$ cat src/rtl/tcc_pkg.sv
// package for the 16-bit timer/counter with input capture
package tcc_pkg;

    // ------------------------------------------------------------
    // register locations on the 8-bit data bus
    // ------------------------------------------------------------
    localparam logic [3:0] ADDR_CTRL_A      = 4'h0;
    localparam logic [3:0] ADDR_CTRL_B      = 4'h1;
    localparam logic [3:0] ADDR_COUNT_LO    = 4'h2;
    localparam logic [3:0] ADDR_COUNT_HI    = 4'h3;
    localparam logic [3:0] ADDR_CAPT_LO     = 4'h4;
    localparam logic [3:0] ADDR_CAPT_HI     = 4'h5;
    localparam logic [3:0] ADDR_IRQ_MASK    = 4'h6;
    localparam logic [3:0] ADDR_IRQ_FLAG    = 4'h7;
    localparam logic [3:0] ADDR_CMP_CTRL    = 4'h8;

    // ------------------------------------------------------------
    // field positions
    // ------------------------------------------------------------
    localparam int BIT_OVF          = 0;  // flag / mask: overflow
    localparam int BIT_CAPT         = 5;  // flag / mask: capture
    localparam int BIT_EDGE         = 6;  // control b: rising edge select
    localparam int BIT_FILT         = 7;  // control b: noise filter enable
    localparam int BIT_CMP_SEL      = 2;  // comparator control: capture source

    // ------------------------------------------------------------
    // constants
    // ------------------------------------------------------------
    localparam logic [15:0] COUNT_ZERO  = 16'h0000;
    localparam logic [15:0] COUNT_MAX   = 16'hFFFF;
    localparam logic [15:0] COUNT_ONE   = 16'h0001;
    localparam logic [2:0]  CS_STOPPED  = 3'h0;
    localparam logic [7:0]  BYTE_ZERO   = 8'h00;
    localparam int          FILT_SAMPLES = 4;
    localparam logic [2:0]  FILT_LAST   = 3'h3;  // samples after the first

    // waveform modes whose ceiling is the capture register
    localparam logic [3:0] WGM_PWM_ICR   = 4'h8;
    localparam logic [3:0] WGM_PWM_ICR_F = 4'hA;
    localparam logic [3:0] WGM_CTC_ICR   = 4'hC;
    localparam logic [3:0] WGM_FAST_ICR  = 4'hE;
    // dual-slope modes (count up then down)
    localparam logic [3:0] WGM_PC8       = 4'h1;
    localparam logic [3:0] WGM_PC9       = 4'h2;
    localparam logic [3:0] WGM_PC10      = 4'h3;
    localparam logic [3:0] WGM_PFC_OCR   = 4'h9;
    localparam logic [3:0] WGM_PC_OCR    = 4'hB;

    // processor bus access
    typedef struct packed {
        logic       rd;
        logic       wr;
        logic [3:0] addr;
        logic [7:0] wdata;
    } tcc_bus_t;

    typedef enum logic {DIR_UP, DIR_DOWN} tcc_dir_t;

endpackage

$ cat src/rtl/tcc_timer16.sv
// 16-bit timer/counter with byte access and input capture
`timescale 1ns/1ps
module tcc_timer16 (
    input  wire logic             clk,            // system clock, 10 MHz
    input  wire logic             arst_n,         // asynchronous reset, active low
    input  wire tcc_pkg::tcc_bus_t bus,           // processor access strobes
    output logic [7:0]            rdata,          // read data, registered
    input  wire logic             timer_tick,     // one-cycle tick from clock select logic
    input  wire logic [15:0]      ceiling_ocr,    // ceiling from compare unit a
    input  wire logic             capture_input_pin, // capture pin, asynchronous
    input  wire logic             comparator_output, // comparator output, asynchronous
    input  wire logic             capt_irq_ack,   // capture interrupt executed
    input  wire logic             ovf_irq_ack,    // overflow interrupt executed
    output logic                  capt_irq,       // capture interrupt request
    output logic                  ovf_irq,        // overflow interrupt request
    output logic                  count_ceiling,  // counter at sequence ceiling
    output logic                  count_floor_zero, // counter at zero
    output logic [2:0]            clock_select,   // clock select field to prescaler
    output logic [3:0]            waveform_mode_field // mode to waveform logic
);

    // ------------------------------------------------------------
    // state
    // ------------------------------------------------------------
    logic [7:0]        ctrl_a_reg;
    logic [7:0]        ctrl_b_reg;
    logic [7:0]        cmp_ctrl_reg;
    logic [7:0]        mask_reg;
    logic [7:0]        hold_reg;
    logic [15:0]       timer_count_value_reg;
    logic [15:0]       capture_timestamp_reg;
    logic              capture_flag_reg;
    logic              overflow_flag_reg;
    tcc_pkg::tcc_dir_t dir_reg;
    logic [2:0]        sync_reg;
    logic [2:0]        cmp_sync_reg;
    logic              src_reg;
    logic [2:0]        filt_cnt_reg;
    logic              filt_reg;
    logic              edge_prev_reg;

    logic [15:0] top;
    logic        icr_top;
    logic        dual;
    logic        wr_cnt_lo;
    logic        rd_cnt_lo;
    logic        rd_cap_lo;
    logic        capt_event;
    logic        ovf_event;
    logic        clr_capt;
    logic        clr_ovf;
    logic        raw_in;
    logic        edge_in;
    logic        pin_stable;
    logic        cmp_stable;

    // decodes one access to a location
    function automatic logic hit(input logic strobe, input logic [3:0] a, input logic [3:0] want);
        hit = strobe && (a == want);
    endfunction

    // ------------------------------------------------------------
    // mode decode
    // ------------------------------------------------------------
    assign waveform_mode_field = {ctrl_b_reg[4:3], ctrl_a_reg[1:0]};
    assign clock_select        = ctrl_b_reg[2:0];
    assign icr_top = (waveform_mode_field == tcc_pkg::WGM_PWM_ICR)   ||
                     (waveform_mode_field == tcc_pkg::WGM_PWM_ICR_F) ||
                     (waveform_mode_field == tcc_pkg::WGM_CTC_ICR)   ||
                     (waveform_mode_field == tcc_pkg::WGM_FAST_ICR);
    assign dual = (waveform_mode_field == tcc_pkg::WGM_PC8)     ||
                  (waveform_mode_field == tcc_pkg::WGM_PC9)     ||
                  (waveform_mode_field == tcc_pkg::WGM_PC10)    ||
                  (waveform_mode_field == tcc_pkg::WGM_PWM_ICR) ||
                  (waveform_mode_field == tcc_pkg::WGM_PFC_OCR) ||
                  (waveform_mode_field == tcc_pkg::WGM_PWM_ICR_F) ||
                  (waveform_mode_field == tcc_pkg::WGM_PC_OCR);

    // ceiling value per mode
    always_comb
    begin
        case (waveform_mode_field)
            4'h1, 4'h5:  top = 16'h00FF;
            4'h2, 4'h6:  top = 16'h01FF;
            4'h3, 4'h7:  top = 16'h03FF;
            4'h4, 4'h9, 4'hB, 4'hF: top = ceiling_ocr;
            4'h8, 4'hA, 4'hC, 4'hE: top = capture_timestamp_reg;
            default:     top = tcc_pkg::COUNT_MAX;
        endcase
    end

    // ceiling and zero markers
    assign count_ceiling    = (timer_count_value_reg == top);
    assign count_floor_zero = (timer_count_value_reg == tcc_pkg::COUNT_ZERO);

    // ------------------------------------------------------------
    // access strobes
    // ------------------------------------------------------------
    assign wr_cnt_lo = hit(bus.wr, bus.addr, tcc_pkg::ADDR_COUNT_LO);
    assign rd_cnt_lo = hit(bus.rd, bus.addr, tcc_pkg::ADDR_COUNT_LO);
    assign rd_cap_lo = hit(bus.rd, bus.addr, tcc_pkg::ADDR_CAPT_LO);
    assign clr_capt  = (hit(bus.wr, bus.addr, tcc_pkg::ADDR_IRQ_FLAG) && bus.wdata[tcc_pkg::BIT_CAPT])
                       || capt_irq_ack;
    assign clr_ovf   = (hit(bus.wr, bus.addr, tcc_pkg::ADDR_IRQ_FLAG) && bus.wdata[tcc_pkg::BIT_OVF])
                       || ovf_irq_ack;

    // ------------------------------------------------------------
    // control registers
    // ------------------------------------------------------------
    always_ff @(posedge clk or negedge arst_n)
    begin
        if (!arst_n)
        begin
            ctrl_a_reg   <= tcc_pkg::BYTE_ZERO;
            ctrl_b_reg   <= tcc_pkg::BYTE_ZERO;
            cmp_ctrl_reg <= tcc_pkg::BYTE_ZERO;
            mask_reg     <= tcc_pkg::BYTE_ZERO;
        end
        else if (bus.wr)
        begin
            if (bus.addr == tcc_pkg::ADDR_CTRL_A)   ctrl_a_reg   <= bus.wdata;
            if (bus.addr == tcc_pkg::ADDR_CTRL_B)   ctrl_b_reg   <= bus.wdata;
            if (bus.addr == tcc_pkg::ADDR_CMP_CTRL) cmp_ctrl_reg <= bus.wdata;
            if (bus.addr == tcc_pkg::ADDR_IRQ_MASK) mask_reg     <= bus.wdata;
        end
    end

    // shared high-byte holding register
    always_ff @(posedge clk or negedge arst_n)
    begin
        if (!arst_n)
            hold_reg <= tcc_pkg::BYTE_ZERO;
        else if (rd_cnt_lo)
            hold_reg <= timer_count_value_reg[15:8];
        else if (rd_cap_lo)
            hold_reg <= capture_timestamp_reg[15:8];
        else if (hit(bus.wr, bus.addr, tcc_pkg::ADDR_COUNT_HI) ||
                 hit(bus.wr, bus.addr, tcc_pkg::ADDR_CAPT_HI))
            hold_reg <= bus.wdata;
    end

    // ------------------------------------------------------------
    // counter unit
    // ------------------------------------------------------------
    always_ff @(posedge clk or negedge arst_n)
    begin
        if (!arst_n)
        begin
            timer_count_value_reg <= tcc_pkg::COUNT_ZERO;
            dir_reg               <= tcc_pkg::DIR_UP;
        end
        else if (wr_cnt_lo)
            timer_count_value_reg <= {hold_reg, bus.wdata};
        else if (timer_tick && clock_select != tcc_pkg::CS_STOPPED)
        begin
            if (dual)
            begin
                if (dir_reg == tcc_pkg::DIR_UP)
                begin
                    if (count_ceiling)
                    begin
                        dir_reg               <= tcc_pkg::DIR_DOWN;
                        timer_count_value_reg <= timer_count_value_reg - tcc_pkg::COUNT_ONE;
                    end
                    else
                        timer_count_value_reg <= timer_count_value_reg + tcc_pkg::COUNT_ONE;
                end
                else if (count_floor_zero)
                begin
                    dir_reg               <= tcc_pkg::DIR_UP;
                    timer_count_value_reg <= timer_count_value_reg + tcc_pkg::COUNT_ONE;
                end
                else
                    timer_count_value_reg <= timer_count_value_reg - tcc_pkg::COUNT_ONE;
            end
            else
            begin
                dir_reg <= tcc_pkg::DIR_UP;
                if (count_ceiling)
                    timer_count_value_reg <= tcc_pkg::COUNT_ZERO;
                else
                    timer_count_value_reg <= timer_count_value_reg + tcc_pkg::COUNT_ONE;
            end
        end
    end

    // overflow point: zero in dual slope, max in normal/ctc, ceiling otherwise
    always_comb
    begin
        ovf_event = 1'b0;
        if (timer_tick && clock_select != tcc_pkg::CS_STOPPED && !wr_cnt_lo)
        begin
            case (waveform_mode_field)
                4'h0, 4'h4, 4'hC: ovf_event = (timer_count_value_reg == tcc_pkg::COUNT_MAX);
                default:          ovf_event = dual ? count_floor_zero : count_ceiling;
            endcase
        end
    end

    // overflow flag, set wins over clear
    always_ff @(posedge clk or negedge arst_n)
    begin
        if (!arst_n)
            overflow_flag_reg <= 1'b0;
        else if (ovf_event)
            overflow_flag_reg <= 1'b1;
        else if (clr_ovf)
            overflow_flag_reg <= 1'b0;
    end

    // ------------------------------------------------------------
    // capture input: three-stage sampling, filter, edge detector
    // ------------------------------------------------------------
    always_ff @(posedge clk or negedge arst_n)
    begin
        if (!arst_n)
        begin
            sync_reg     <= 3'h0;
            cmp_sync_reg <= 3'h0;
        end
        else
        begin
            sync_reg     <= {sync_reg[1:0], capture_input_pin};
            cmp_sync_reg <= {cmp_sync_reg[1:0], comparator_output};
        end
    end

    // a change counts once stages two and three agree
    always_ff @(posedge clk or negedge arst_n)
    begin
        if (!arst_n)
        begin
            pin_stable <= 1'b0;
            cmp_stable <= 1'b0;
        end
        else
        begin
            if (sync_reg[1] == sync_reg[2])         pin_stable <= sync_reg[2];
            if (cmp_sync_reg[1] == cmp_sync_reg[2]) cmp_stable <= cmp_sync_reg[2];
        end
    end

    assign raw_in = cmp_ctrl_reg[tcc_pkg::BIT_CMP_SEL] ? cmp_stable : pin_stable;

    // noise filter: output follows after four equal samples
    always_ff @(posedge clk or negedge arst_n)
    begin
        if (!arst_n)
        begin
            src_reg      <= 1'b0;
            filt_cnt_reg <= 3'h0;
            filt_reg     <= 1'b0;
        end
        else
        begin
            src_reg <= raw_in;
            if (src_reg != raw_in)
                filt_cnt_reg <= 3'h0;
            else if (filt_cnt_reg != tcc_pkg::FILT_LAST)
                filt_cnt_reg <= filt_cnt_reg + 3'h1;
            if (src_reg == raw_in && filt_cnt_reg == tcc_pkg::FILT_LAST - 3'h1)
                filt_reg <= raw_in;
        end
    end

    assign edge_in = ctrl_b_reg[tcc_pkg::BIT_FILT] ? filt_reg : raw_in;

    always_ff @(posedge clk or negedge arst_n)
    begin
        if (!arst_n)
            edge_prev_reg <= 1'b0;
        else
            edge_prev_reg <= edge_in;
    end

    // matching edge, disabled in capture-ceiling modes
    assign capt_event = !icr_top && (edge_in != edge_prev_reg) &&
                        (edge_in == ctrl_b_reg[tcc_pkg::BIT_EDGE]);

    // capture register: capture or ceiling write
    always_ff @(posedge clk or negedge arst_n)
    begin
        if (!arst_n)
            capture_timestamp_reg <= tcc_pkg::COUNT_ZERO;
        else if (capt_event)
            capture_timestamp_reg <= timer_count_value_reg;
        else if (icr_top && hit(bus.wr, bus.addr, tcc_pkg::ADDR_CAPT_LO))
            capture_timestamp_reg <= {hold_reg, bus.wdata};
    end

    // capture flag, set wins over clear
    always_ff @(posedge clk or negedge arst_n)
    begin
        if (!arst_n)
            capture_flag_reg <= 1'b0;
        else if (capt_event)
            capture_flag_reg <= 1'b1;
        else if (clr_capt)
            capture_flag_reg <= 1'b0;
    end

    assign capt_irq = capture_flag_reg && mask_reg[tcc_pkg::BIT_CAPT];
    assign ovf_irq  = overflow_flag_reg && mask_reg[tcc_pkg::BIT_OVF];

    // ------------------------------------------------------------
    // read data
    // ------------------------------------------------------------
    always_ff @(posedge clk or negedge arst_n)
    begin
        if (!arst_n)
            rdata <= tcc_pkg::BYTE_ZERO;
        else if (bus.rd)
        begin
            case (bus.addr)
                tcc_pkg::ADDR_CTRL_A:   rdata <= ctrl_a_reg;
                tcc_pkg::ADDR_CTRL_B:   rdata <= ctrl_b_reg;
                tcc_pkg::ADDR_COUNT_LO: rdata <= timer_count_value_reg[7:0];
                tcc_pkg::ADDR_COUNT_HI: rdata <= hold_reg;
                tcc_pkg::ADDR_CAPT_LO:  rdata <= capture_timestamp_reg[7:0];
                tcc_pkg::ADDR_CAPT_HI:  rdata <= hold_reg;
                tcc_pkg::ADDR_IRQ_MASK: rdata <= mask_reg;
                tcc_pkg::ADDR_IRQ_FLAG: rdata <= {2'h0, capture_flag_reg, 4'h0, overflow_flag_reg};
                tcc_pkg::ADDR_CMP_CTRL: rdata <= cmp_ctrl_reg;
                default:                rdata <= tcc_pkg::BYTE_ZERO;
            endcase
        end
    end

    // ------------------------------------------------------------
    // checks
    // ------------------------------------------------------------
    property p_capt_copy;
        @(posedge clk) disable iff (!arst_n)
        capt_event |=> capture_timestamp_reg == $past(timer_count_value_reg) && capture_flag_reg;
    endproperty
    a_capt_copy: assert property (p_capt_copy) else $error("capture did not copy count");

    property p_write_wins;
        @(posedge clk) disable iff (!arst_n)
        wr_cnt_lo |=> timer_count_value_reg == {$past(hold_reg), $past(bus.wdata)};
    endproperty
    a_write_wins: assert property (p_write_wins) else $error("counter write lost");

    property p_stopped;
        @(posedge clk) disable iff (!arst_n)
        (clock_select == tcc_pkg::CS_STOPPED && !wr_cnt_lo) |=> $stable(timer_count_value_reg);
    endproperty
    a_stopped: assert property (p_stopped) else $error("counter moved while stopped");

    property p_hold_lo_read;
        @(posedge clk) disable iff (!arst_n)
        rd_cnt_lo |=> hold_reg == $past(timer_count_value_reg[15:8]);
    endproperty
    a_hold_lo_read: assert property (p_hold_lo_read) else $error("holding byte not loaded");

    property p_flag_clear;
        @(posedge clk) disable iff (!arst_n)
        (clr_capt && !capt_event) |=> !capture_flag_reg;
    endproperty
    a_flag_clear: assert property (p_flag_clear) else $error("capture flag not cleared");

    property p_no_capt_icr;
        @(posedge clk) disable iff (!arst_n)
        (icr_top && !hit(bus.wr, bus.addr, tcc_pkg::ADDR_CAPT_LO))
            |=> $stable(capture_timestamp_reg) && !$rose(capture_flag_reg);
    endproperty
    a_no_capt_icr: assert property (p_no_capt_icr) else $error("capture in ceiling mode");

    property p_count_step;
        @(posedge clk) disable iff (!arst_n)
        (timer_tick && clock_select != tcc_pkg::CS_STOPPED && !wr_cnt_lo && !dual && !count_ceiling)
            |=> timer_count_value_reg == $past(timer_count_value_reg) + tcc_pkg::COUNT_ONE;
    endproperty
    a_count_step: assert property (p_count_step) else $error("counter did not step");

    property p_filter;
        @(posedge clk) disable iff (!arst_n)
        $changed(filt_reg) |-> $past(raw_in, 1) == filt_reg && $past(raw_in, 2) == filt_reg
                               && $past(raw_in, 3) == filt_reg;
    endproperty
    a_filter: assert property (p_filter) else $error("filter changed early");

endmodule // tcc_timer16

$ cat config.mk
export PLATFORM = sky130hd
export DESIGN_NAME = tcc_timer16
export DESIGN_NICKNAME = d
export VERILOG_FILES = /design/src/rtl/tcc_pkg.sv /design/src/rtl/tcc_timer16.sv
export SDC_FILE = /design/constraint.sdc
export NUM_CORES = 1
export LEC_CHECK = 0
export BUFFER_PORTS_ARGS = -buffer_cell sky130_fd_sc_hd__buf_2
export CAP_MARGIN = 15
export CORE_AREA = 2 2 107 109
export CTS_CLUSTER_DIAMETER = 150
export DETAILED_ROUTE_END_ITERATION = 16
export DIE_AREA = 0 0 109 111
export PLACE_DENSITY_LB_ADDON = 0.15
export SETUP_SLACK_MARGIN = 0.15
export SYNTH_ARGS = -nofsm -noshare
export SYNTH_HDL_FRONTEND = slang
export SYNTH_SLANG_ARGS = --single-unit
export TNS_END_PERCENT = 20
$ cat constraint.sdc
create_clock -name clk -period 8.7 [get_ports clk]
set_input_delay 0.87 -clock clk [delete_from_list [all_inputs] [get_ports clk]]
set_output_delay 0.87 -clock clk [all_outputs]
set_load 0.005 [all_outputs]
# [Word level (Yosys, flattened, before mapping)]
# Index checks and enable logic that the tools add are counted.
[classes] addsub=3 eq_ne=32 n_mux=29 bitwise_logic=1 n_reduce_logical=53
[ops] cell="16-bit two-way mux" n=9
[ops] cell="16-bit one-hot mux with 5 select lines" n=1
[ops] cell="8-bit one-hot mux with 8 select lines" n=1
[ops] cell="4-bit by 3-bit equality test with 1-bit output (second input constant)" n=8
[ops] cell="4-bit equality test (second input constant)" n=8
[ops] cell="8-bit two-way mux" n=3
[ops] cell="1-bit logical AND" n=17
[ops] cell="16-bit by 1-bit adder with 16-bit output (second input constant)" n=1
[ops] cell="16-bit equality test" n=1
[ops] cell="16-bit equality test (second input constant)" n=1
[ops] cell="4-bit by 2-bit equality test with 1-bit output (second input constant)" n=4
[ops] cell="16-bit zero test" n=1
[ops] cell="16-bit by 1-bit subtractor with 16-bit output (second input constant)" n=1
[ops] cell="1-bit two-way mux" n=13
[ops] cell="1-bit logical OR" n=12
[ops] cell="2-bit AND reduction" n=5
[ops] cell="2-bit nonzero test" n=5
[ops] cell="4-bit by 1-bit equality test with 1-bit output (second input constant)" n=2
[ops] cell="4-bit zero test" n=2
[ops] cell="2-bit OR reduction" n=4
[ops] cell="4-bit OR reduction" n=2
[ops] cell="3-bit two-way mux" n=2
[ops] cell="3-bit nonzero test" n=2
[ops] cell="1-bit equality test" n=4
[ops] cell="other kinds (7)" n=9
[totals] regBits=97 input_bits=37 output_inout_bits=19 wordCells=137

# [Depth between registers and ports, before layout]
[depth] depth_word=11 ltp_mapped=12 depth_no_buf=10

# [Least setup slack after synthesis]
# Ideal clock, no wire load.
[synth_timing] path_type="input port to output port" from="in ceiling_ocr[12]" to="out count_ceiling" arrival_time_ns=2.263 required_ns=7.830 slack_ns=5.567 stages=7 path_buffers=0 path_cell_list="nand2b_1 a22oi_1 o22ai_1 xor2_1 nor4b_1 nand4_4 clkinv_4"
[synth_via] elab_chain_cells=2
[synth_rtl] item="start: declaration" line_no="tcc_timer16.sv:9" rtl="input wire logic [15:0] ceiling_ocr,"
[synth_rtl] item="16-bit one-hot mux with 5 select lines" line_no="tcc_timer16.sv:82" rtl="case (waveform_mode_field)"
[synth_rtl] item="16-bit equality test" line_no="tcc_timer16.sv:93" rtl="assign count_ceiling = (timer_count_value_reg == top);"
[synth_rtl] item="end: declaration" line_no="tcc_timer16.sv:16" rtl="output logic count_ceiling,"
# Every way passes these cells.

# [Worst setup path in the final report]
[layout_timing] from="reg ctrl_b_reg[3]" to="out count_ceiling"
[layout_via] elab_chain_cells=4 word_cells_on_any_way=21 classes_between="15 x eq/ne; 1 x mux; 5 x reduce/logical"
[layout_rtl] item="start: declaration" line_no="tcc_timer16.sv:26" rtl="logic [7:0] ctrl_b_reg;"
[layout_rtl] item="start signal: assignment" line_no="tcc_timer16.sv:115" rtl="ctrl_b_reg <= tcc_pkg::BYTE_ZERO;"
[layout_rtl] item="start signal: assignment" line_no="tcc_timer16.sv:122" rtl="if (bus.addr == tcc_pkg::ADDR_CTRL_B) ctrl_b_reg <= bus.wdata;"
[layout_rtl] item="4-bit equality test, or another cell as far along" line_no="tcc_timer16.sv:82"
[layout_rtl] item="4-bit OR reduction or 2-bit OR reduction (tied branches)" line_no="tcc_timer16.sv:82"
[layout_rtl] item="16-bit one-hot mux with 5 select lines (*)" line_no="tcc_timer16.sv:82"
[layout_rtl] item="16-bit equality test (*)" line_no="tcc_timer16.sv:93"
# Every way passes the cells marked *; elsewhere a longest branch is shown, timed or not.

==> impl_metrics.env <==
export IMPL_clock_tree_root_cell="clkbuf_16"
export IMPL_rows=39
export IMPL_finClkSkew_ps=11.5
export IMPL_crit_slowest_cell="nor2b_1"
export IMPL_grt_pass1_vias=5968
export IMPL_yosys_top_cells_area="dfrtp_1 37%, mux2_2 7.1%, a22oi_1 5.3%"
export IMPL_finalWirelength_mm=21.7
export IMPL_max_vdd_ir_drop_uv=190
export IMPL_syn_to_final_growth_pct=8.44
export IMPL_grt_usage_pct=37.6
export IMPL_synth_seq_area_share_pct=37.5
export IMPL_critical_path_top_delay_family="simple AND/OR/NAND/NOR gates"
export IMPL_place_hpwl_mm=15.1
export IMPL_syn_num_nets=788
export IMPL_dr_total_vias=6258
export IMPL_cts_repair_resized=0
export IMPL_place_congestion=0.984
export IMPL_cts_htree_levels=3
export IMPL_status="finished, final reports clean"
export IMPL_clk_latency_ps=360
export IMPL_clk_pin_slew_ps=70
export IMPL_antenna_left=0
export IMPL_slew_headroom_pct=19.3
export IMPL_port_buffers=55
export IMPL_first_iter_violations=1057
export IMPL_yosysTopAreaCellShare_pct=37.5
export IMPL_critPathMaxStageDelay_ps=840
export IMPL_arrival_ps=3480
export IMPL_wire_per_inst_um=24.0
export IMPL_n_antenna_cell=0
export IMPL_grt_max_degree=61
export IMPL_avgSynthCellArea_um2=8.70
export IMPL_critPathKind="flop to output port"
export IMPL_synth_edff_count=0
export IMPL_drv_slew=0
export IMPL_start_util_pct=58.5
export IMPL_final_nets=799
export IMPL_io_pins=56
export IMPL_path_buf_inv=2
export IMPL_period_needed_ps=4350
export IMPL_synth_cell_type_count=71
export IMPL_dpl_cell_area_um2=6730
export IMPL_worstPathCellList="nor2b_1 > nor2_1 > o22ai_1 > xor2_1 > nor4b_1 > nand4_4 > clkinv_4 > buf_2"
export IMPL_fin_crit_sh_pct=50.0
export IMPL_fill_cells=959
export IMPL_cts_sinks=97
export IMPL_p_per_area_nw_per_um2=288
export IMPL_cp_end_kind="output port"
export IMPL_maxClockFrequency_mhz=230
export IMPL_dr_pass1_iters=6
export IMPL_netlist_area_um2=6480
export IMPL_p_leak_nw=3.12
export IMPL_ys_seq_elements=97
export IMPL_overflow=0
export IMPL_p_total_w=0.00203
export IMPL_cts_setup_buffers=0
export IMPL_grt_pass1_wl_mm=34.3
export IMPL_synth_flop_cell="dfrtp_1"
export IMPL_yosys_top_cells_count="97 x dfrtp_1, 72 x nand2_1, 61 x nor2_1"
export IMPL_ctsLongestPathBuffers=2
export IMPL_avgViaCountPerCell=6.92
export IMPL_yosys_warnings=0
export IMPL_numCtsBuffers=9
export IMPL_rsz0062_at_grt="no"
export IMPL_drive_above_1_share_pct=17.9
export IMPL_die_x_um=109
export IMPL_worst_setup_path_start_kind="flop"
export IMPL_crit_fanout=17
export IMPL_synthCells=745
export IMPL_cts_tree="done"
export IMPL_synth_async_reset_ratio_pct=100
export IMPL_multi_input_area_um2=3660
export IMPL_dieArea_um2=12100
export IMPL_core_um2=11100
export IMPL_fp_dieH_um=111
export IMPL_finalSetupTns_ps=0
export IMPL_tightest_slew_ps=1210
export IMPL_antenna_found_initial=1
export IMPL_setup_violations=0
export IMPL_yosysTopAreaCell="dfrtp_1"
export IMPL_synthMostInstantiatedCell="dfrtp_1"
export IMPL_cts_hold_buffers=0
export IMPL_cap_violations=0
export IMPL_timing_hold_violations_final=0
export IMPL_design_area_um2=7030
export IMPL_crit_required_ps=7830
export IMPL_hp_class="flop to flop"
export IMPL_ff_latch_area_um2=2430
export IMPL_drc=0
-- worst paths after layout --
kind                                            endpoint  slack, ps             from  cells after the start
worst min-delay path                     cmp_sync_reg[1]        350  cmp_sync_reg[0]                      0
worst max-delay path                       count_ceiling       4350    ctrl_b_reg[3]                      8
worst max register to register  timer_count_value_reg[7]       4760    ctrl_b_reg[3]                      8
max in group asynchronous                  ctrl_a_reg[0]       7020           arst_n                      2
min in group asynchronous       timer_count_value_reg[3]        480           arst_n                      1
worst min register to register           cmp_sync_reg[1]        350  cmp_sync_reg[0]                      0
-- power breakdown --
group	internal [W]	switching (W)	total, W	leakage (nW)
sequential	0.000580	0.000265	0.000845	1.21
clock	0.000226	0.000189	0.000414	0.146
combinational	0.000329	0.000437	0.000766	1.76
total	0.00113	0.000891	0.00203	3.12
-- metal layers --
metal	GRT usage (%)	wire length [µm]	up-vias	share of wire (%)
li1	-	-	2758	-
met1	55.6	8850	3008	41
met2	55.5	9750	433	45
met3	5.17	2350	59	11
met4	14.8	749	0	3.5
met5	0	0	-	0
-- placed cells by master (no fill, tap or decap), drive strengths merged, types with 3 or more instances in the layout --
cell     count
clkinv       5
a221oi      11
nor4         5
buf         62
clkbuf       9
nor2        61
mux2i       14
a22oi       46
a21o         4
mux2        43
nor2b        7
ha           6
inv         32
a21oi       29
dfrtp       97
a2bb2oi      3
nand3       21
nor3        20
nand2       72
o221ai       4
o21ai       53
xnor2       14
o22ai       18
a31o         4
o31ai        7
a211o        3
nand2b       9
nand4        8
and2         6
a211oi       5
o211ai       4
and3        15
a31oi       11
xor2        14
-- final cells by class --
type	instances	area share, %
multi-input combinational	554	52.1
sequential	97	34.5
timing repair buffer	62	4.70
clock buffer	9	3.20
tap	143	2.55
inverter	32	1.78
clock inverter	7	1.10
-- logic make-up after synthesis --
family	after synthesis	share of synthesized area (%)
adder cells (fa/ha/maj)	8	1.47
XOR/XNOR	28	3.78
AND/OR/NAND/NOR	240	18.6
flip-flops	97	37.5
buffers and inverters	94	6.20
multiplexers	57	9.63
AO/OA/AOI/OAI	221	22.9
-- through the flow --
stage	worst slack, ps	instances	hold WS [ps]	utilization, %
after floorplan	5570	745	331	-
after global placement	4780	888	332	60.7
after detailed placement	4720	888	338	60.7
after CTS	4310	904	354	63.4
after global routing	4050	904	362	63.4
final	4350	904	353	63.4
(Power assumes the default switching activity.)
